**config.mk**
```make
export PLATFORM = sky130hd
export DESIGN_NAME = dmsp_top
export DESIGN_NICKNAME = d
export VERILOG_FILES = /design/src/hw/dmsp_pkg.sv /design/src/hw/dmsp_top.sv /design/src/hw/dmsp_shift_clock.sv
export VERILOG_INCLUDE_DIRS = /design/src /design/src/hw
export SDC_FILE = /design/constraint.sdc
export NUM_CORES = 1
export LEC_CHECK = 0
export ABC_AREA = 1
export BUFFER_PORTS_ARGS = -buffer_cell sky130_fd_sc_hd__buf_2
export CAP_MARGIN = 20
export CORE_MARGIN = 8
export CORE_UTILIZATION = 60
export CTS_CLUSTER_DIAMETER = 30
export CTS_CLUSTER_SIZE = 28
export DETAILED_ROUTE_END_ITERATION = 8
export PLACE_DENSITY = 0.91
export SYNTH_ARGS = -nofsm -noshare
export SYNTH_HDL_FRONTEND = slang
export SYNTH_SLANG_ARGS = --single-unit
export TNS_END_PERCENT = 100
```
**constraint.sdc**
```tcl
create_clock -name core_clk -period 4.05 [get_ports core_clk]
set_clock_uncertainty 0.05 [all_clocks]
set_input_delay 0.2025 -clock core_clk [delete_from_list [all_inputs] [get_ports core_clk]]
set_output_delay 0.2025 -clock core_clk [all_outputs]
set_load 0.005 [all_outputs]
```
**src/hw/dmsp_params.svh**
```systemverilog
// Purpose: Constants of the dual-mode serial port: addresses, bit fields, counts.
// Assumes: Included by the top and shift-clock modules and by the bench; the package file does not include it.
// Notes: Definitions only.
`ifndef DMSP_PARAMS_SVH
`define DMSP_PARAMS_SVH

// ==========================================================
// Register addresses
`define DMSP_ADDR_MODE 16'hFF48
`define DMSP_ADDR_STAT 16'hFF49
`define DMSP_ADDR_DATA 16'hFF4A

// ==========================================================
// Reset values
`define DMSP_MODE_RESET 7'h00
`define DMSP_FLAG_RESET 1'h0

// ==========================================================
// Status register bit positions and mode register top bit
`define DMSP_B_FRAME 6
`define DMSP_B_PARITY 5
`define DMSP_B_OVER 4
`define DMSP_B_RX_GO 3
`define DMSP_B_RX_ALLOW 2
`define DMSP_B_TX_GO 1
`define DMSP_B_TX_ALLOW 0
`define DMSP_MODE_MSB 6

// ==========================================================
// Timing counts in shift-clock ticks and core clocks, and frame lengths in bits
`define DMSP_DIV4_LAST 4'h3
`define DMSP_DIV8_LAST 4'h7
`define DMSP_DIV16_LAST 4'hF
`define DMSP_OS_LAST 4'hF
`define DMSP_OS_MID 4'h7
`define DMSP_SYNC_LAST 4'h7
`define DMSP_ASYNC_BASE 4'h9
`define DMSP_DATA_BITS8 4'h8
`define DMSP_DATA_BITS7 4'h7

`endif

```
**src/hw/dmsp_pkg.sv**
```systemverilog
// Purpose: Types shared by the dual-mode serial port modules.
// Assumes: Nothing beyond a SystemVerilog compiler.
// Notes: Field order of the mode struct matches the mode register bits 6..0.
package dmsp_pkg;

  // ==========================================================
  // Modes and states
  typedef enum logic [1:0] {
    FMT_SYNC_MASTER = 2'h0,
    FMT_SYNC_SLAVE = 2'h1,
    FMT_ASYNC7 = 2'h2,
    FMT_ASYNC8 = 2'h3
  } dmsp_fmt_e;

  typedef enum logic [1:0] {
    CLK_DIV16 = 2'h0,
    CLK_DIV8 = 2'h1,
    CLK_DIV4 = 2'h2,
    CLK_TIMER = 2'h3
  } dmsp_clk_e;

  typedef enum logic [1:0] {
    TX_IDLE = 2'h1,
    TX_SHIFT = 2'h2
  } dmsp_tx_e;

  typedef enum logic [2:0] {
    RX_IDLE = 3'h1,
    RX_HUNT = 3'h2,
    RX_SHIFT = 3'h4
  } dmsp_rx_e;

  // ==========================================================
  // Carriers
  typedef struct packed {
    logic parity_on;
    logic parity_odd_select;
    logic [1:0] shift_clock_sel;
    logic [1:0] format_sel;
    logic port_takeover;
  } dmsp_mode_s;

  typedef struct packed {
    logic [15:0] addr;
    logic wr;
    logic rd;
    logic [7:0] wdata;
  } dmsp_bus_s;

  typedef struct packed {
    logic txd;
    logic txd_oe;
    logic sclk;
    logic sclk_oe;
  } dmsp_pad_s;

endpackage

```
**src/hw/dmsp_top.sv**
```systemverilog
// Purpose: Dual-mode serial port: asynchronous and clock-synchronous links.
// Assumes: Bus strobes and pins are synchronous to core_clk.
// Notes: Registers sit at their I/O addresses; reads answer one cycle later.
`include "dmsp_params.svh"
`timescale 1ns/1ns
`default_nettype none
module dmsp_top import dmsp_pkg::*; (
  // Clock and reset.
  input wire logic core_clk,
  input wire logic reset,
  // CPU I/O memory access.
  input wire dmsp_bus_s bus,
  output logic [7:0] rdata,
  // Serial pins.
  input wire logic rxd_pin,
  input wire logic sclk_pin,
  output dmsp_pad_s pad,
  // Port drive used while the pins are general-purpose.
  input wire logic gpio_txd,
  input wire logic gpio_txd_oe,
  input wire logic gpio_sclk,
  input wire logic gpio_sclk_oe,
  // Programmable timer underflow pulse.
  input wire logic timer_tick
);

  dmsp_mode_s mode_ff;
  dmsp_tx_e tx_state_ff, nxt_tx_state;
  dmsp_rx_e rx_state_ff, nxt_rx_state;
  logic [10:0] tx_sh_ff, nxt_tx_sh;
  logic [3:0] tx_os_ff, nxt_tx_os, tx_left_ff, nxt_tx_left;
  logic [7:0] rx_sh_ff, nxt_rx_sh;
  logic [3:0] rx_os_ff, nxt_rx_os, rx_idx_ff, nxt_rx_idx;
  logic rx_acc_ff, nxt_rx_acc;
  logic [7:0] data_ff, rdata_ff;
  logic fer_ff, per_ff, oer_ff, rx_full_ff;
  logic tx_allow_ff, rx_allow_ff;
  logic sclk_ff, sclk_q_ff;
  logic [3:0] sync_cnt_ff;

  // ==========================================================
  // Decode
  logic wr_mode, wr_stat, wr_data, rd_data;
  logic is_async, is8, master, slave, takeover, tick;
  assign wr_mode = bus.wr && (bus.addr == `DMSP_ADDR_MODE);
  assign wr_stat = bus.wr && (bus.addr == `DMSP_ADDR_STAT);
  assign wr_data = bus.wr && (bus.addr == `DMSP_ADDR_DATA);
  assign rd_data = bus.rd && (bus.addr == `DMSP_ADDR_DATA);
  assign is_async = mode_ff.format_sel[1];
  assign is8 = (mode_ff.format_sel == FMT_ASYNC8);
  assign master = (mode_ff.format_sel == FMT_SYNC_MASTER);
  assign slave = (mode_ff.format_sel == FMT_SYNC_SLAVE);
  assign takeover = mode_ff.port_takeover;

  dmsp_shift_clock u_shift_clock (
    .core_clk(core_clk),
    .reset(reset),
    .run(takeover),
    .sel(mode_ff.shift_clock_sel),
    .timer_tick(timer_tick),
    .tick(tick)
  );

  // ==========================================================
  // Synchronous-mode clock
  logic sync_act, s_rise, s_fall, sync_last;
  assign sync_act = !is_async && (tx_state_ff == TX_SHIFT || rx_state_ff == RX_SHIFT);
  assign s_rise = sync_act && (master ? (tick && !sclk_ff) : (sclk_pin && !sclk_q_ff));
  assign s_fall = sync_act && (master ? (tick && sclk_ff) : (!sclk_pin && sclk_q_ff));
  assign sync_last = s_rise && (sync_cnt_ff == `DMSP_SYNC_LAST);

  always_ff @(posedge core_clk) begin
    if (reset) begin
      sclk_ff <= 1'b1;
      sclk_q_ff <= 1'b1;
      sync_cnt_ff <= 4'h0;
    end else begin
      sclk_ff <= (!sync_act) ? 1'b1 : ((master && tick) ? !sclk_ff : sclk_ff);
      sclk_q_ff <= sclk_pin;
      sync_cnt_ff <= (!sync_act) ? 4'h0 : (s_rise ? sync_cnt_ff + 4'h1 : sync_cnt_ff);
    end
  end

  // ==========================================================
  // Transmitter
  logic tx_start, tx_par, tx_busy, tx_bit_end;
  logic [3:0] tx_len;
  logic [10:0] tx_frame;
  assign tx_busy = (tx_state_ff == TX_SHIFT);
  assign tx_start = wr_stat && bus.wdata[`DMSP_B_TX_GO] && bus.wdata[`DMSP_B_TX_ALLOW]
                    && takeover && !tx_busy;
  assign tx_par = (is8 ? ^data_ff : ^data_ff[6:0]) ^ mode_ff.parity_odd_select;
  assign tx_len = `DMSP_ASYNC_BASE + {3'h0, is8} + {3'h0, mode_ff.parity_on};
  assign tx_frame = is8 ? (mode_ff.parity_on ? {1'b1, tx_par, data_ff, 1'b0}
                                             : {2'h3, data_ff, 1'b0})
                        : (mode_ff.parity_on ? {2'h3, tx_par, data_ff[6:0], 1'b0}
                                             : {3'h7, data_ff[6:0], 1'b0});
  assign tx_bit_end = tick && (tx_os_ff == `DMSP_OS_LAST);

  always_comb begin
    nxt_tx_state = tx_state_ff;
    nxt_tx_sh = tx_sh_ff;
    nxt_tx_os = tx_os_ff;
    nxt_tx_left = tx_left_ff;
    case (tx_state_ff)
      TX_IDLE: begin
        if (tx_start) begin
          nxt_tx_state = TX_SHIFT;
          nxt_tx_sh = is_async ? tx_frame : {3'h7, data_ff};
          nxt_tx_os = 4'h0;
          nxt_tx_left = tx_len;
        end
      end
      TX_SHIFT: begin
        if (!tx_allow_ff || !takeover) begin
          nxt_tx_state = TX_IDLE;
        end else if (is_async) begin
          if (tick) begin
            nxt_tx_os = tx_os_ff + 4'h1;
          end
          if (tx_bit_end) begin
            nxt_tx_sh = {1'b1, tx_sh_ff[10:1]};
            nxt_tx_left = tx_left_ff - 4'h1;
            if (tx_left_ff == 4'h1) begin
              nxt_tx_state = TX_IDLE;
            end
          end
        end else begin
          if (s_fall && sync_cnt_ff != 4'h0) begin
            nxt_tx_sh = {1'b1, tx_sh_ff[10:1]};
          end
          if (sync_last) begin
            nxt_tx_state = TX_IDLE;
          end
        end
      end
      default: nxt_tx_state = TX_IDLE;
    endcase
  end

  always_ff @(posedge core_clk) begin
    if (reset) begin
      tx_state_ff <= TX_IDLE;
      tx_sh_ff <= 11'h7FF;
      tx_os_ff <= 4'h0;
      tx_left_ff <= 4'h0;
    end else begin
      tx_state_ff <= nxt_tx_state;
      tx_sh_ff <= nxt_tx_sh;
      tx_os_ff <= nxt_tx_os;
      tx_left_ff <= nxt_tx_left;
    end
  end

  // ==========================================================
  // Receiver
  logic rx_start, rx_busy, rx_abort, rx_sample, rx_done, rx_fer_ev, rx_per_ev;
  logic [3:0] rx_n, rx_last;
  logic [7:0] rx_word;
  assign rx_busy = (rx_state_ff != RX_IDLE);
  assign rx_start = wr_stat && bus.wdata[`DMSP_B_RX_GO] && bus.wdata[`DMSP_B_RX_ALLOW]
                    && takeover && !rx_busy;
  assign rx_abort = !rx_allow_ff || !takeover;
  assign rx_n = is8 ? `DMSP_DATA_BITS8 : `DMSP_DATA_BITS7;
  assign rx_last = rx_n + 4'h1 + {3'h0, mode_ff.parity_on};
  assign rx_sample = is_async && tick && (rx_os_ff == `DMSP_OS_MID);
  assign rx_done = (rx_state_ff == RX_SHIFT) && !rx_abort
                   && (is_async ? (rx_sample && rx_idx_ff == rx_last) : sync_last);
  assign rx_word = !is_async ? {rxd_pin, rx_sh_ff[7:1]}
                             : (is8 ? rx_sh_ff : {1'b0, rx_sh_ff[7:1]});
  assign rx_fer_ev = rx_done && is_async && !rxd_pin;
  assign rx_per_ev = rx_done && is_async && mode_ff.parity_on
                     && (rx_acc_ff != mode_ff.parity_odd_select);

  always_comb begin
    nxt_rx_state = rx_state_ff;
    nxt_rx_sh = rx_sh_ff;
    nxt_rx_os = rx_os_ff;
    nxt_rx_idx = rx_idx_ff;
    nxt_rx_acc = rx_acc_ff;
    case (rx_state_ff)
      RX_IDLE: begin
        if (rx_start) begin
          nxt_rx_state = is_async ? RX_HUNT : RX_SHIFT;
        end
      end
      RX_HUNT: begin
        if (rx_abort) begin
          nxt_rx_state = RX_IDLE;
        end else if (!rxd_pin) begin
          nxt_rx_state = RX_SHIFT;
          nxt_rx_os = 4'h0;
          nxt_rx_idx = 4'h0;
          nxt_rx_acc = 1'b0;
        end
      end
      RX_SHIFT: begin
        if (rx_abort || rx_done) begin
          nxt_rx_state = RX_IDLE;
        end else if (is_async) begin
          if (tick) begin
            nxt_rx_os = rx_os_ff + 4'h1;
          end
          if (rx_sample) begin
            nxt_rx_idx = rx_idx_ff + 4'h1;
            if (rx_idx_ff == 4'h0 && rxd_pin) begin
              nxt_rx_state = RX_HUNT;
            end else if (rx_idx_ff != 4'h0 && rx_idx_ff <= rx_n) begin
              nxt_rx_sh = {rxd_pin, rx_sh_ff[7:1]};
              nxt_rx_acc = rx_acc_ff ^ rxd_pin;
            end else if (rx_idx_ff != 4'h0) begin
              nxt_rx_acc = rx_acc_ff ^ rxd_pin;
            end
          end
        end else if (s_rise) begin
          nxt_rx_sh = {rxd_pin, rx_sh_ff[7:1]};
        end
      end
      default: nxt_rx_state = RX_IDLE;
    endcase
  end

  always_ff @(posedge core_clk) begin
    if (reset) begin
      rx_state_ff <= RX_IDLE;
      rx_sh_ff <= 8'h00;
      rx_os_ff <= 4'h0;
      rx_idx_ff <= 4'h0;
      rx_acc_ff <= 1'b0;
    end else begin
      rx_state_ff <= nxt_rx_state;
      rx_sh_ff <= nxt_rx_sh;
      rx_os_ff <= nxt_rx_os;
      rx_idx_ff <= nxt_rx_idx;
      rx_acc_ff <= nxt_rx_acc;
    end
  end

  // ==========================================================
  // Registers
  always_ff @(posedge core_clk) begin
    if (reset) begin
      mode_ff <= `DMSP_MODE_RESET;
      tx_allow_ff <= `DMSP_FLAG_RESET;
      rx_allow_ff <= `DMSP_FLAG_RESET;
    end else if (wr_mode) begin
      mode_ff <= dmsp_mode_s'(bus.wdata[`DMSP_MODE_MSB:0]);
    end else if (wr_stat) begin
      tx_allow_ff <= bus.wdata[`DMSP_B_TX_ALLOW];
      rx_allow_ff <= bus.wdata[`DMSP_B_RX_ALLOW];
    end
  end

  always_ff @(posedge core_clk) begin
    if (reset) begin
      fer_ff <= `DMSP_FLAG_RESET;
      per_ff <= `DMSP_FLAG_RESET;
      oer_ff <= `DMSP_FLAG_RESET;
      rx_full_ff <= `DMSP_FLAG_RESET;
    end else begin
      fer_ff <= rx_fer_ev || (fer_ff && !(wr_stat && bus.wdata[`DMSP_B_FRAME]));
      per_ff <= rx_per_ev || (per_ff && !(wr_stat && bus.wdata[`DMSP_B_PARITY]));
      oer_ff <= (rx_done && rx_full_ff)
                || (oer_ff && !(wr_stat && bus.wdata[`DMSP_B_OVER]));
      rx_full_ff <= rx_done || (rx_full_ff && !rd_data);
    end
  end

  // Holds no reset: its content is undefined until written or received.
  always_ff @(posedge core_clk) begin
    if (wr_data) begin
      data_ff <= bus.wdata;
    end else if (rx_done) begin
      data_ff <= rx_word;
    end
  end

  always_ff @(posedge core_clk) begin
    if (reset) begin
      rdata_ff <= 8'h00;
    end else if (bus.rd) begin
      case (bus.addr)
        `DMSP_ADDR_MODE: rdata_ff <= {1'b0, mode_ff};
        `DMSP_ADDR_STAT: rdata_ff <= {1'b0, fer_ff, per_ff, oer_ff, rx_busy, rx_allow_ff,
                                      tx_busy, tx_allow_ff};
        `DMSP_ADDR_DATA: rdata_ff <= data_ff;
        default: rdata_ff <= 8'h00;
      endcase
    end
  end
  assign rdata = rdata_ff;

  // ==========================================================
  // Pins
  assign pad.txd = takeover ? (!tx_busy || tx_sh_ff[0]) : gpio_txd;
  assign pad.txd_oe = takeover ? 1'b1 : gpio_txd_oe;
  assign pad.sclk = takeover ? sclk_ff : gpio_sclk;
  assign pad.sclk_oe = takeover ? master : gpio_sclk_oe;
endmodule // dmsp_top
`default_nettype wire

```
**src/hw/dmsp_shift_clock.sv**
```systemverilog
// Purpose: Shift-clock tick source of the serial port.
// Assumes: timer_tick is a one-cycle pulse from the programmable timer.
// Notes: tick is a one-cycle pulse; the divider restarts while run is low.
`include "dmsp_params.svh"
`timescale 1ns/1ns
`default_nettype none
module dmsp_shift_clock import dmsp_pkg::*; (
  // Clock and reset.
  input wire logic core_clk,
  input wire logic reset,
  // Control.
  input wire logic run,
  input wire logic [1:0] sel,
  input wire logic timer_tick,
  // Tick out.
  output logic tick
);

  logic [3:0] div_ff;
  logic [3:0] nxt_div;
  logic [3:0] div_last;
  logic div_hit;

  // ==========================================================
  // Divider
  assign div_last = (sel == CLK_DIV4) ? `DMSP_DIV4_LAST :
                    (sel == CLK_DIV8) ? `DMSP_DIV8_LAST : `DMSP_DIV16_LAST;
  assign div_hit = (div_ff >= div_last);
  assign nxt_div = (!run || div_hit) ? 4'h0 : div_ff + 4'h1;
  assign tick = run && ((sel == CLK_TIMER) ? timer_tick : div_hit);

  always_ff @(posedge core_clk) begin
    if (reset) begin
      div_ff <= 4'h0;
    end else begin
      div_ff <= nxt_div;
    end
  end
endmodule // dmsp_shift_clock
`default_nettype wire

```
## Yosys cells after proc, flatten, opt, wreduce, memory -nomap -nowiden

Index checks and enable logic that the tools add are counted.

- Equal/unequal tests: 45
- Reduce and logical (&&, ||, !) cells: 90
- Shifts and indexed selects: 0
- Magnitude comparators: 2
- Add/sub/neg operators: 10
- Div/mod/pow operators: 0
- Mux-type cells: 77
- Multiply operators: 0
- Bitwise operators: 5

Operators by type and width:

| operator | number |
|---|---|
| 4-bit 2-to-1 mux | 19 |
| 8-bit 2-to-1 mux | 9 |
| 11-bit 2-to-1 mux | 5 |
| 16-bit == test, second input constant | 3 |
| 1-bit logical AND | 43 |
| 4-bit case mux with 2 select lines | 4 |
| 10-bit 2-to-1 mux | 3 |
| 2-bit inequality test, second input constant | 13 |
| 4-bit by 1-bit adder with 4-bit output, second input constant | 6 |
| 3-bit 2-to-1 mux | 8 |
| 8-bit case mux with 3 select lines | 1 |
| 11-bit case mux with 2 select lines | 1 |
| 5-bit AND reduction | 4 |
| 6-bit AND reduction | 3 |
| 1-bit 2-to-1 mux | 17 |
| 1-bit logical NOT | 15 |
| 2-bit 2-to-1 mux | 6 |
| 3-bit by 2-bit inequality test with 1-bit output, second input constant | 4 |
| 1-bit logical OR | 10 |
| 9-bit 2-to-1 mux | 1 |
| 3-bit by 1-bit inequality test with 1-bit output, second input constant | 3 |
| 3-bit case mux with 3 select lines | 1 |
| 4-bit by 1-bit adder with 4-bit output | 2 |
| 2-bit == test, second input constant | 4 |
| 31 further kinds | 44 |

- Memory bits (read-only): 0
- Latch bits: 0
- Memories kept: 0
- Bits in writable memories: 0
- Output and inout bits: 12
- Bits of input ports: 35
- Word-level logic and storage cells: 255
- Bits in registers: 80

## Logic depth before layout (Yosys ltp)

Gate-level depths: netlist (run 1).

- Depth in word-level cells: 16
- Depth in mapped cells: 16
- Depth with buffers taken out: 16

## Cells and area by module

From an unflattened synthesis (run 1), not the netlist that was laid out.

- Cells, all modules: 683
- Area, all modules: 4708.3 um^2

By module, submodules not included:

| module | sequential area each (um^2) | times used | area an instance (um^2) | cells each |
|---|---|---|---|---|
| dmsp_top | 1581.5 | 1 | 4456.8 | 650 |
| dmsp_shift_clock | 80.1 | 1 | 251.5 | 33 |

## Worst setup path before layout (run 1)

No wires, ideal clock.

- Kind: register to register
- Start: register mode_ff (netlist bit is_async)
- End: register rx_sh_ff[7]
- Data required time: 3887 ps
- Arrival: 2391 ps
- Stages on the path, launching flop included: 14
- Path slack: 1496 ps
- Clock period less this slack: 2554 ps
- Library setup time: 113 ps
- Buffers on the path: 2
- Cells stage by stage: dfxtp_1 -> nand2_1 -> inv_1 -> buf_1 -> ha_1 -> a21oi_1 -> o21ai_0 -> a21oi_1 -> a21oi_2 -> a211oi_4 -> buf_6 -> nand2_1 -> nand2_1 -> nor2_1

- Longest elaborated chain between the ends: 11
- Elaborated cells between the ends (all ways): 26
- Those cells by class: add/sub (2); order compare (1); eq/ne (5); mux (4); bitwise (1); reduce/logical (13)

RTL lines:

| what | RTL line | text |
|---|---|---|
| start, declared | dmsp_top.sv:27 | `dmsp_mode_s mode_ff;` |
| start signal, assigned | dmsp_top.sv:243 | `` mode_ff <= `DMSP_MODE_RESET; `` |
| start signal, assigned | dmsp_top.sv:247 | `` mode_ff <= dmsp_mode_s'(bus.wdata[`DMSP_MODE_MSB:0]); `` |
| 2-bit == test | dmsp_top.sv:50 | `assign is8 = (mode_ff.format_sel == FMT_ASYNC8);` |
| 4-bit 2-to-1 mux (no line) | -- |  |
| 4-bit by 1-bit adder with 4-bit output (2 in series) | dmsp_top.sv:165 | `assign rx_last = rx_n + 4'h1 + {3'h0, mode_ff.parity_on};` |
| 4-bit == test | dmsp_top.sv:168 | `&& (is_async ? (rx_sample && rx_idx_ff == rx_last) : sync_last);` |
| 1-bit logical AND | dmsp_top.sv:168 |  |
| 1-bit 2-to-1 mux | dmsp_top.sv:168 |  |
| 1-bit logical AND | dmsp_top.sv:168 |  |
| 1-bit logical OR | dmsp_top.sv:198 | `if (rx_abort \|\| rx_done) begin` |
| 1-bit inverter (no line) | -- |  |
| 6-bit AND reduction (no line) | -- |  |
| end signal, assigned | dmsp_top.sv:232 | `rx_sh_ff <= nxt_rx_sh;` |
| end, declared | dmsp_top.sv:32 | `logic [7:0] rx_sh_ff, nxt_rx_sh;` |

Parallel ways exist; a longest one is shown, timed or not.
A chain may end at the register's enable or synchronous reset.

## Worst setup path in the final report (run 1)

- Start: register mode_ff[1] (netlist bit)
- End: register rx_sh_ff[2]

- Longest elaborated chain between the ends: 11
- Elaborated cells between the ends (all ways): 19
- Those cells by class: add/sub (2); order compare (1); eq/ne (3); mux (3); bitwise (1); reduce/logical (9)

RTL lines:

| what | RTL line |
|---|---|
| 2-bit == test | dmsp_top.sv:50 |
| 4-bit 2-to-1 mux (no line) | -- |
| 4-bit by 1-bit adder with 4-bit output (2 in series) | dmsp_top.sv:165 |
| 4-bit == test | dmsp_top.sv:168 |
| 1-bit logical AND | dmsp_top.sv:168 |
| 1-bit 2-to-1 mux | dmsp_top.sv:168 |
| 1-bit logical AND | dmsp_top.sv:168 |
| 1-bit logical OR | dmsp_top.sv:198 |
| 1-bit inverter (no line) | -- |
| 6-bit AND reduction (no line) * | -- |

Every way passes the cells marked *; elsewhere a longest branch is shown, timed or not.

==> results of run 1 <==
cells in the mapped netlist, drive strengths merged:
cell,n,area share
o31ai,2,0.0034
o211ai,7,0.012
buf,3,0.0045
a21oi,52,0.061
nand4,7,0.011
edfxtp,8,0.054
o21ai,50,0.056
inv,89,0.075
o311ai,2,0.0039
o32ai,1,0.0020
xor2,9,0.018
a31oi,1,0.0014
o22ai,5,0.0070
o221ai,3,0.0059
clkinv,3,0.0025
nor2,63,0.058
nor3,12,0.017
a211oi,3,0.0078
o211a,1,0.0022
mux2,1,0.0025
or2,5,0.0070
o41ai,1,0.0020
nor4,3,0.0042
ha,19,0.053
nor3b,1,0.0017
nand2,142,0.12
dfxtp,71,0.32
clkbuf,13,0.011
nand3,55,0.064
xnor2,6,0.012
metal layers:
| layer | global-route usage | up-vias |
|---|---|---|
| met5 | 0 | - |
| met4 | 0.104 | 0 |
| met3 | 0.0511 | 33 |
| met2 | 0.403 | 225 |
| met1 | 0.283 | 2036 |
| li1 | - | 2191 |
path summary, 6_finish.rpt:
path / from / to / slack (ps)
max: mode_ff[1] / rx_sh_ff[2] / 1030
min: sclk_pin / sclk_q_ff / 20
max reg2reg: mode_ff[1] / rx_sh_ff[2] / 1030
min reg2reg: u_shift_clock.div_ff[0] / u_shift_clock.div_ff[0] / 410
registers in the layout, summed over array words and instances, names as in the netlist, 2 cells and up:
| signal | cells |
|---|---|
| rx_state_ff | 3 |
| mode_ff | 5 |
| tx_os_ff | 4 |
| rdata | 8 |
| data_ff | 8 |
| rx_os_ff | 4 |
| rx_idx_ff | 4 |
| u_shift_clock.div_ff | 4 |
| sync_cnt_ff | 4 |
| tx_sh_ff | 10 |
| rx_sh_ff | 8 |
| tx_state_ff | 2 |
| tx_left_ff | 4 |
placed cells by master, fill, tap and decap left out, types with 2 or more instances in the layout:
cell type	instances
a211oi_1	2
a21oi_1	48
a21oi_2	4
buf_2	46
buf_4	4
bufinv_16	2
clkbuf_8	9
clkinv_1	4
clkinvlp_4	2
dfxtp_1	71
edfxtp_1	8
ha_1	19
inv_1	86
inv_2	3
nand2_1	138
nand2_2	2
nand2_4	2
nand3_1	53
nand3_2	2
nand4_1	6
nor2_1	59
nor2_4	3
nor3_1	10
nor4_1	3
o211ai_1	7
o21ai_0	49
o221ai_1	3
o22ai_1	5
o311ai_0	2
o31ai_1	2
or2_2	4
xnor2_1	6
xor2_1	9
logic make-up after synthesis:
family | after synthesis
xor gates and xnor gates | 15
buffers and inverters | 108
adders and majority gates | 19
AOI/OAI and AO/OA | 128
muxes | 1
DFF | 79
and+or+nand+nor | 288
through the flow:
stage	std cells	power (mW)	setup WS [ps]
after floorplan	638	0.943	1500
after global placement	771	0.987	1230
after detailed placement	771	0.994	1110
after CTS	787	1.66	1110
after global routing	787	1.72	759
final	787	1.65	1030
report_power, final:
| group | total (mW) | switching, mW | internal, mW |
|---|---|---|---|
| clock network | 0.673 | 0.290 | 0.383 |
| registers | 0.812 | 0.00965 | 0.802 |
| logic | 0.169 | 0.110 | 0.0591 |
| total | 1.65 | 0.409 | 1.24 |
layout make-up:
cell class	instances	area, um^2
Tap cell	99	124
Clock buffer	11	153
Timing Repair Buffer	50	260
Inverter	92	345
Sequential cell	79	1660
Multi-Input combinational cell	451	2400
Clock inverter	5	78.8
Fill cell	597	2230
worst max-delay path, delay by kind of cell, from the launching register on:
kind                       cells  cell delay, ps
and+or+nand+nor                4             510
buffers and inverters          1             510
adders and majority gates      1             360
AOI/OAI and AO/OA              5            1080
DFF                            1             400
==> impl_results.md, run 1 <==
- Run status: finished clean
- Slowest cell on the critical path: a211oi_4
- WS Path Type: reg2reg
- Root Driver: clkbuf_8
- WL met2: 5830 um
- Fmax: approximately 330 MHz
- Crit path time final: about 3000 ps
- Via-to-Cell Ratio: 5.70
- Crit-path most repeated cell: nand2_1
- Grt ovf: 0
- Endpoints failing hold: 0
- Yosys reg bits: 79
- Worst EP arrival: between 3000 and 4000 ps
- Worst hold stages: 2
- Area Growth Syn to Fin: 12.2%
- Cts hold-fix bufs: 0
- Die Y: approximately 100 um
- Multiplexer share of the synthesized area: 0.00252
- Leakage power: approximately 2.2 nW
- Main combinational cell family by area after synthesis: simple AND/OR/NAND/NOR gates
- Required time of the critical path: around 4300 ps
- CTS tree: done
- Antenna violations before repair: 0
- Clock latency on the worst-skew pair: 350 ps
- Hold slack: 21.6 ps
- Post-Syn Instances: roughly 640
- Compound-cell area share of the yosys netlist: 0.165
- CTS resizes: 0
- TritonRoute pass-1 iters: 5
- Syn Area/Cell: around 7 um^2
- H-tree Lvls: 3
- GRT Util Overall: 0.238
- First-pass GRT wire length: just under 20,000 um
- Warnings from Yosys: 0
- Cell Area, Placed: between 4000 and 5000 um^2
- WL met1: around 4700 um
- Diodes inserted: 0
- RSZ-0062 raised after global routing: no
- Max incr delay on CP: 560 ps
- Post-Route WL: roughly 12,000 um
- Max_slew headroom: 0.583
- Port Buffers: 46
- Max-cap violation count: 0
- Post-CTS Setup Bufs: 0
- Vias after detailed routing: ~4,500
- CP Launch Type: flop
- Detailed Place HPWL: roughly 9000 um
- Vias in the first global route: approximately 4,200
- Num CTS Buffers: 9
- R2R depth: 11
- Fin crit share: 0.746
- Worst VDD drop: about 0.27 mV
- Initial Util: 0.617
- Distinct cells, synth: between 40 and 50
- # rows: 31
- Fraction of layout instances using a drive strength above 1: 0.131
- Crit Path Max Fanout: 17
- Syn_nets: between 600 and 700
- Nature of the critical path endpoint: flop
- DR iter-0 viols: between 300 and 400
- Die area: between 10,000 and 15,000 um^2
- Synth Area in Simple Gates: 0.287
- Reg clk slew, reported paths: about 80 ps
- Worst-Margin Slew: between 600 and 700 ps
- Number of remaining DRC errors: 0
- Seq/Total Area, Yosys: 0.371
- Met3 wire len: approximately 1000 um
- Final Max Slew Viols: 0
- Cell area after synthesis: between 4000 and 5000 um^2
- Final core utilization: 0.693
- Final ANT Viol Nets: 0
- Largest net degree at the start of global routing: 26
- Post-synthesis adder-cell area fraction: 0.0531
- Worst min-delay path category: in2reg
- Mean routed wirelength per cell: 15.2 um
- Setup TNS: 0 ps
- Final setup vio count: 0
- Pwr Density: approximately 330 nW/um^2
- Core area: slightly above 7000 um^2
- Post-layout instance area: approximately 5000 um^2
- Max clock buf depth: 2
- Highest routed layer: met4
- I/O pin count: 47
- Worst path cell trace: nand2_1 -> inv_1 -> ha_1 -> a21oi_1 -> o21ai_0 -> a21oi_1 -> a21oi_2 -> a211oi_4 -> nand2_1 -> nand2_1 -> nor2_1
- Nets: around 740
- Post-Synth XOR/XNOR Area: 0.0293
- Die width: 102 um
- GP Congestion: approximately 1.0
- CTS Sinks: 79
(Power assumes the default switching activity.)
==> inputs of run 2 (changes only) <==
--- a/config.mk
+++ b/config.mk
@@ -10,11 +10,11 @@
 export BUFFER_PORTS_ARGS = -buffer_cell sky130_fd_sc_hd__buf_2
 export CAP_MARGIN = 20
 export CORE_MARGIN = 8
-export CORE_UTILIZATION = 60
+export CORE_UTILIZATION = 59
 export CTS_CLUSTER_DIAMETER = 30
 export CTS_CLUSTER_SIZE = 28
 export DETAILED_ROUTE_END_ITERATION = 8
-export PLACE_DENSITY = 0.91
+export PLACE_DENSITY = 0.9
 export SYNTH_ARGS = -nofsm -noshare
 export SYNTH_HDL_FRONTEND = slang
 export SYNTH_SLANG_ARGS = --single-unit
==> constraint.sdc (replaced) <==
create_clock -name core_clk -period 3.05 [get_ports core_clk]
set_clock_uncertainty 0.05 [all_clocks]
set_input_delay 0.1525 -clock core_clk [delete_from_list [all_inputs] [get_ports core_clk]]
set_output_delay 0.1525 -clock core_clk [all_outputs]
set_load 0.005 [all_outputs]
==> impl_results.md, run 2 (synthesized netlist as in run 1, its figures left out) <==
- Num CTS Buffers: 9
- Vias in the first global route: 4,282
- Endpoints failing hold: 0
- Nature of the critical path endpoint: flop
- Max reg flops: 10
- Fin crit share: 0.918
- Fraction of layout instances using a drive strength above 1: 0.137
- I/O pin count: 47
- Vias after detailed routing: approximately 4,600
- Worst VDD drop: between 0.2 and 0.3 mV
- Crit path time final: 2800 ps
- Combinational Power Share: 0.106
- Max-cap violation count: 0
- Die width: ~100 um
- Die area: approximately 11,000 um^2
- Leakage power: between 2 and 2.5 nW
- Pwr Density: ~440 nW/um^2
- Largest net degree at the start of global routing: 25
- Post-Route WL: approximately 12,000 um
- # rows: 31
- Mean routed wirelength per cell: between 15 and 20 um
- Area Growth Syn to Fin: 13.4%
- Hold slack: 42.2 ps
- Initial Util: 0.614
- CTS tree: done
- Reg clk slew, reported paths: 90 ps
- First-pass GRT wire length: about 20,000 um
- TritonRoute pass-1 iters: 5
- Via-to-Cell Ratio: approximately 5.8
- GP Congestion: 0.949
- RSZ-0062 raised after global routing: no
- Core area: around 7300 um^2
- Setup TNS: 0 ps
- Detailed Place HPWL: roughly 9000 um
- Max clock buf depth: 2
- Final ANT Viol Nets: 0
- CP Launch Type: flop
- Worst-Margin Slew: 563 ps
- CTS Sinks: just under 80
- FF-to-FF setup slack: around 250 ps
- Most common cell after layout, fill and taps aside: nand2_1
- Required time of the critical path: roughly 3300 ps
- Final setup vio count: 0
- Clock Power Share: 0.406
- Worst path cell trace: inv_1 -> ha_1 -> inv_1 -> ha_1 -> a21oi_1 -> nand3_1 -> nand4_2 -> nand2_4 -> nand3_1 -> nand3_2 -> a211oi_4 -> buf_12 -> nand2_1 -> nand2_1 -> nor2_1
- Slowest cell on the critical path: dfxtp_1
- Max incr delay on CP: approximately 350 ps
- Run status: finished clean
- H-tree Lvls: 3
- Final Max Slew Viols: 0
- Switch share: 0.254
- Nets: between 700 and 800
- Final core utilization: 0.696
- Fillers: 608
- Worst EP arrival: 3000 ps
- Port Buffers: 46
- Sw power: about 0.56 mW
- Fmax: 357 MHz
- Root Driver: clkbuf_8
- Cell-internal power: between 1.5 and 2 mW
- Number of remaining DRC errors: 0
- Most frequent cells in the layout: 138 x nand2_1, 86 x inv_1, 71 x dfxtp_1, 59 x nor2_1, 53 x nand3_1
- DR iter-0 viols: 391
- Crit Path Max Fanout: 16
- Diodes inserted: 0
- Biggest register: tx_sh_ff
- Worst min-delay path category: in2reg
- Antenna violations before repair: 0
- Register share of total power: 0.488
- Clock latency on the worst-skew pair: roughly 360 ps
- WS Path Type: reg2reg
- Die Y: around 100 um
- Max_slew headroom: 0.623
- Grt ovf: 0
- GRT Util Overall: 0.238
[run 2: changes by cell type in the layout (fill, tap and decap cells not counted), sizes merged]
cell / delta
clkinvlp: -2
buf: +5
clkbuf: +2
dlygate4sd3: +1
[run 2: repair_timing]
item / CTS / global route
setup endpoints to repair: 0 / 8
gates resized for setup: 0 / 0
hold endpoints to repair: 1 / 0
setup buffers: 0 / 1
hold buffers: 1 / 0
[run 2: critical path: cells and delay by family (launching register included)]
kind                       cells  cell delay (ps)
adders and majority gates      2              560
buffers and inverters          3              300
and+or+nand+nor                8              940
DFF                            1              350
AOI/OAI and AO/OA              2              480
[run 2: metal layers]
layer	up-vias	GRT usage	part of all wire
li1	2189	-	-
met1	2120	0.281	0.40
met2	238	0.405	0.49
met3	38	0.0425	0.082
met4	0	0.121	0.034
met5	-	0	0
[run 2: area by class of cell]
type | instances | area, um^2 | share of cell area
repair buffers | 56 | 320 | 0.0631
multi-input cells | 451 | 2400 | 0.473
well taps | 99 | 124 | 0.0244
clock inverters | 3 | 65.1 | 0.0128
clock buffers | 13 | 159 | 0.0313
flip-flops and latches | 79 | 1660 | 0.327
inverters | 92 | 345 | 0.0680
[run 2: final timing paths]
| kind | from | to | cells past startpoint |
|---|---|---|---|
| min reg2reg | rdata[2] | rdata[2] | 2 |
| min | bus[6] | mode_ff[6] | 3 |
| max reg2reg | mode_ff[3] | rx_sh_ff[7] | 15 |
| max | mode_ff[3] | rx_sh_ff[7] | 15 |
[run 2: power groups by stage]
stage	clock (mW)	combinational (mW)	sequential [mW]
floorplan	0	0.152	1.10
global placement	0	0.216	1.10
detailed placement	0	0.227	1.10
CTS	0.903	0.232	1.08
global route	0.944	0.265	1.08
finish	0.898	0.235	1.08
[run 2: stage by stage]
stage	instance area [um^2]	setup WS [ps]	power (mW)	std cells
2_1_floorplan	4480	496	1.25	638
3_3_place_gp	4820	377	1.32	775
3_5_place_dp	4820	189	1.33	775
4_1_cts	5060	151	2.21	792
5_1_grt	5080	66.7	2.29	793
6_report	5080	249	2.21	793
==> inputs of run 3 (changes only) <==
--- a/config.mk
+++ b/config.mk
@@ -10,12 +10,14 @@
 export BUFFER_PORTS_ARGS = -buffer_cell sky130_fd_sc_hd__buf_2
 export CAP_MARGIN = 20
 export CORE_MARGIN = 8
-export CORE_UTILIZATION = 59
+export CORE_UTILIZATION = 60
 export CTS_CLUSTER_DIAMETER = 30
 export CTS_CLUSTER_SIZE = 28
 export DETAILED_ROUTE_END_ITERATION = 8
-export PLACE_DENSITY = 0.9
+export GPL_TIMING_DRIVEN = 0
+export PLACE_DENSITY = 0.91
 export SYNTH_ARGS = -nofsm -noshare
 export SYNTH_HDL_FRONTEND = slang
+export SYNTH_HIERARCHICAL = 1
 export SYNTH_SLANG_ARGS = --single-unit
 export TNS_END_PERCENT = 100
==> constraint.sdc (replaced) <==
create_clock -name core_clk -period 3.05 [get_ports core_clk]
set_clock_uncertainty 0.05 [all_clocks]
set_input_delay 0.1525 -clock core_clk [delete_from_list [all_inputs] [get_ports core_clk]]
set_output_delay 0.1525 -clock core_clk [all_outputs]
set_load 0.02 [all_outputs]
==> impl_results.md, run 3 <==
- Run status: finished clean
- Number of remaining DRC errors: 0
- Mean routed wirelength per cell: between 10 and 15 um
- Leakage power: 2.30 nW
- Warnings from Yosys: 6
- DR iter-0 viols: approximately 460
- Met3 Usage GRT: 0.0387
- Worst-Margin Slew: 655 ps
- Diodes inserted: 0
- Most used flip-flop cell after synthesis: dfxtp_1
- Distinct cells, synth: 45
- Area Growth Syn to Fin: 13.3%
- I/O pin count: 47
- GR Util met2: 0.383
- Slowest cell on the critical path: dfxtp_1
- Fraction of layout instances using a drive strength above 1: 0.155
- Async set or reset register ratio after synthesis: 0
- Post-synth EDFFs: 8
- Max incr delay on CP: around 400 ps
- Die width: 105 um
- M1 GR Usage: 0.278
- Crit-path most repeated cell: nand2_2
- Biggest register: tx_sh_ff
- Worst VDD drop: 0.286 mV
- CP Launch Type: flop
- WP buf/inv: 3
- Max reg flops: 10
- Largest net degree at the start of global routing: 15
- Vias in the first global route: around 4,600
- Antenna violations before repair: 0
- Reg clk slew, reported paths: about 80 ps
- Final Max Slew Viols: 0
- Fin worst setup slack: 119 ps
- Cell area after synthesis: roughly 4700 um^2
- Via-to-Cell Ratio: roughly 5.6
- Cell Area, Placed: roughly 5100 um^2
- Worst path cell trace: inv_1 -> ha_1 -> inv_1 -> ha_1 -> or2_0 -> nand2_2 -> a21oi_4 -> buf_12 -> nand2_4 -> nor2_4 -> nand2_2 -> nor2_2 -> nand2_2 -> nand2_1 -> nand2_1 -> o41ai_4
- Syn_nets: roughly 730
- Max_slew headroom: 0.563
- Syn Area/Cell: 6.89 um^2
- Endpoints failing hold: 0
- Worst min-delay path category: in2reg
- Die Y: between 100 and 150 um
- Commonest cells in the netlist: 165 x nand2_1, 77 x inv_1, 74 x nor2_1
- Port Buffers: 45
- Crit-path leading delay family: simple AND/OR/NAND/NOR gates
- GRT Util Overall: 0.227
- Seq/Total Area, Yosys: 0.353
- Initial Util: 0.616
- Final ANT Viol Nets: 0
- WS Path Type: reg2reg
- # rows: 32
- Crit path time final: between 2000 and 3000 ps
- Crit Path Max Fanout: 8
- Pwr Density: between 400 and 500 nW/um^2
- TritonRoute pass-1 iters: 7
- Nets: 793
- Detailed Place HPWL: ~9800 um
- Non-Filler Instances: between 800 and 900
- First-pass GRT wire length: 20,800 um
- Fin crit share: 0.961
- Post-synth top area share: 0.302
- Core area: 7650 um^2
- Grt peak-use layer: met2
- GP Congestion: between 0.9 and 1
- Num CTS Buffers: 9
- Post-layout instance area: 5330 um^2
- Root Driver: clkbuf_8
- Most common cell after layout, fill and taps aside: nand2_1
- Grt ovf: 0
- Post-Route WL: roughly 13,000 um
- Worst slack, placed: -306 ps
- Most frequent cells in the layout: 165 x nand2_1, 77 x inv_1, 74 x nor2_1, 71 x dfxtp_1, 58 x nand3_1
- Post-Syn Instances: about 680
- Required time of the critical path: roughly 3000 ps
- Yosys reg bits: 79
- Final core utilization: 0.697
- Synth top area cells: dfxtp_1 30%, nand2_1 13%, nand3_1 6.2%
- Max-cap violation count: 0
- Die area: 10,900 um^2
- Total power: roughly 2.2 mW
- Most common cell in the netlist: nand2_1
- Vias after detailed routing: 4,796
- CTS tree: done
- H-tree Lvls: 3
- Clock latency on the worst-skew pair: roughly 360 ps
- Final setup vio count: 0
- Inst Count DP: 830
- RSZ-0062 raised after global routing: no
- Synth area leader: dfxtp_1
- Max clock buf depth: 2
- Nature of the critical path endpoint: flop
- CTS Sinks: between 70 and 80
- Worst EP arrival: roughly 2900 ps
- Fmax: 341 MHz
## run 3: changes by cell type in the layout (fill, tap and decap cells not counted), sizes merged, moves of 5 or more
cell / delta
nand2: +39
nor2: +18
o21ai: -10
clkbuf: +9
nand3: +9
o211ai: +8
a211oi: +7
inv: -6
a21oi: -5
## run 3: stage by stage
stage          hold slack, ps  TNS (ps)
5_1_grt                  49.8         0
6_report                 49.0         0
4_1_cts                  40.7         0
3_5_place_dp              324     -5190
2_1_floorplan             211         0
3_3_place_gp              297     -2970
## run 3: worst paths after layout
| check | from | depth (start not counted) | slack [ps] | endpoint |
|---|---|---|---|---|
| setup / recovery | mode_ff[3] | 16 | 120 | data_ff[5] |
| hold / removal | reset | 4 | 50 | u_shift_clock/div_ff[3] |
| setup reg to reg | mode_ff[3] | 16 | 120 | data_ff[5] |
| hold reg to reg | rdata[7] | 2 | 420 | rdata[7] |
## run 3: what timing repair did
action                                  in CTS  in global routing
gates resized for setup                      2                  1
pin swaps                                    0                  1
hold endpoints to repair                     1                  0
hold buffers                                 1                  0
endpoints found under the setup margin      43                  8
setup buffers                                0                  2
## run 3: worst reg2reg max path, stage by stage (launching register included)
cell and delay (ps):
dfxtp_1 410, inv_1 70, ha_1 270, inv_1 40, ha_1 270, or2_0 130
nand2_2 100, a21oi_4 180, buf_12 140, nand2_4 70, nor2_4 120, nand2_2 90
nor2_2 100, nand2_2 110, nand2_1 110, nand2_1 160, o41ai_4 170
## run 3: per-layer routing
| layer | vias to the layer above | wire, um |
|---|---|---|
| met4 | 0 | 342 |
| met3 | 38 | 1000 |
| met2 | 227 | 6010 |
| met5 | - | 0 |
| li1 | 2368 | - |
| met1 | 2163 | 5310 |
## run 3: cells by family (layout without fill, tap and decap cells)
family | after synthesis | after routing | synth area share
flip-flops | 79 | 79 | 0.353
AND/OR/NAND/NOR | 353 | 353 | 0.345
AO/OA/AOI/OAI | 119 | 119 | 0.144
adder cells (fa/ha/maj) | 16 | 16 | 0.0425
XOR/XNOR | 12 | 12 | 0.0223
multiplexers | 2 | 2 | 0.00452
buffers and inverters | 102 | 166 | 0.0890
## run 3: where the power goes
part           total, mW  internal (mW)  switching (mW)
logic              0.262         0.0886           0.174
clock network      0.818          0.408           0.410
registers           1.09           1.07          0.0200
## run 3: final cells by class
| cell class | instances | area, um^2 |
|---|---|---|
| clock buffers | 11 | 141 |
| multi-input cells | 502 | 2660 |
| well taps | 102 | 128 |
| clock inverters | 5 | 63.8 |
| fillers | 622 | 2310 |
| inverters | 82 | 310 |
| plain buffers | 20 | 109 |
| flip-flops and latches | 79 | 1660 |
| repair buffers | 48 | 263 |
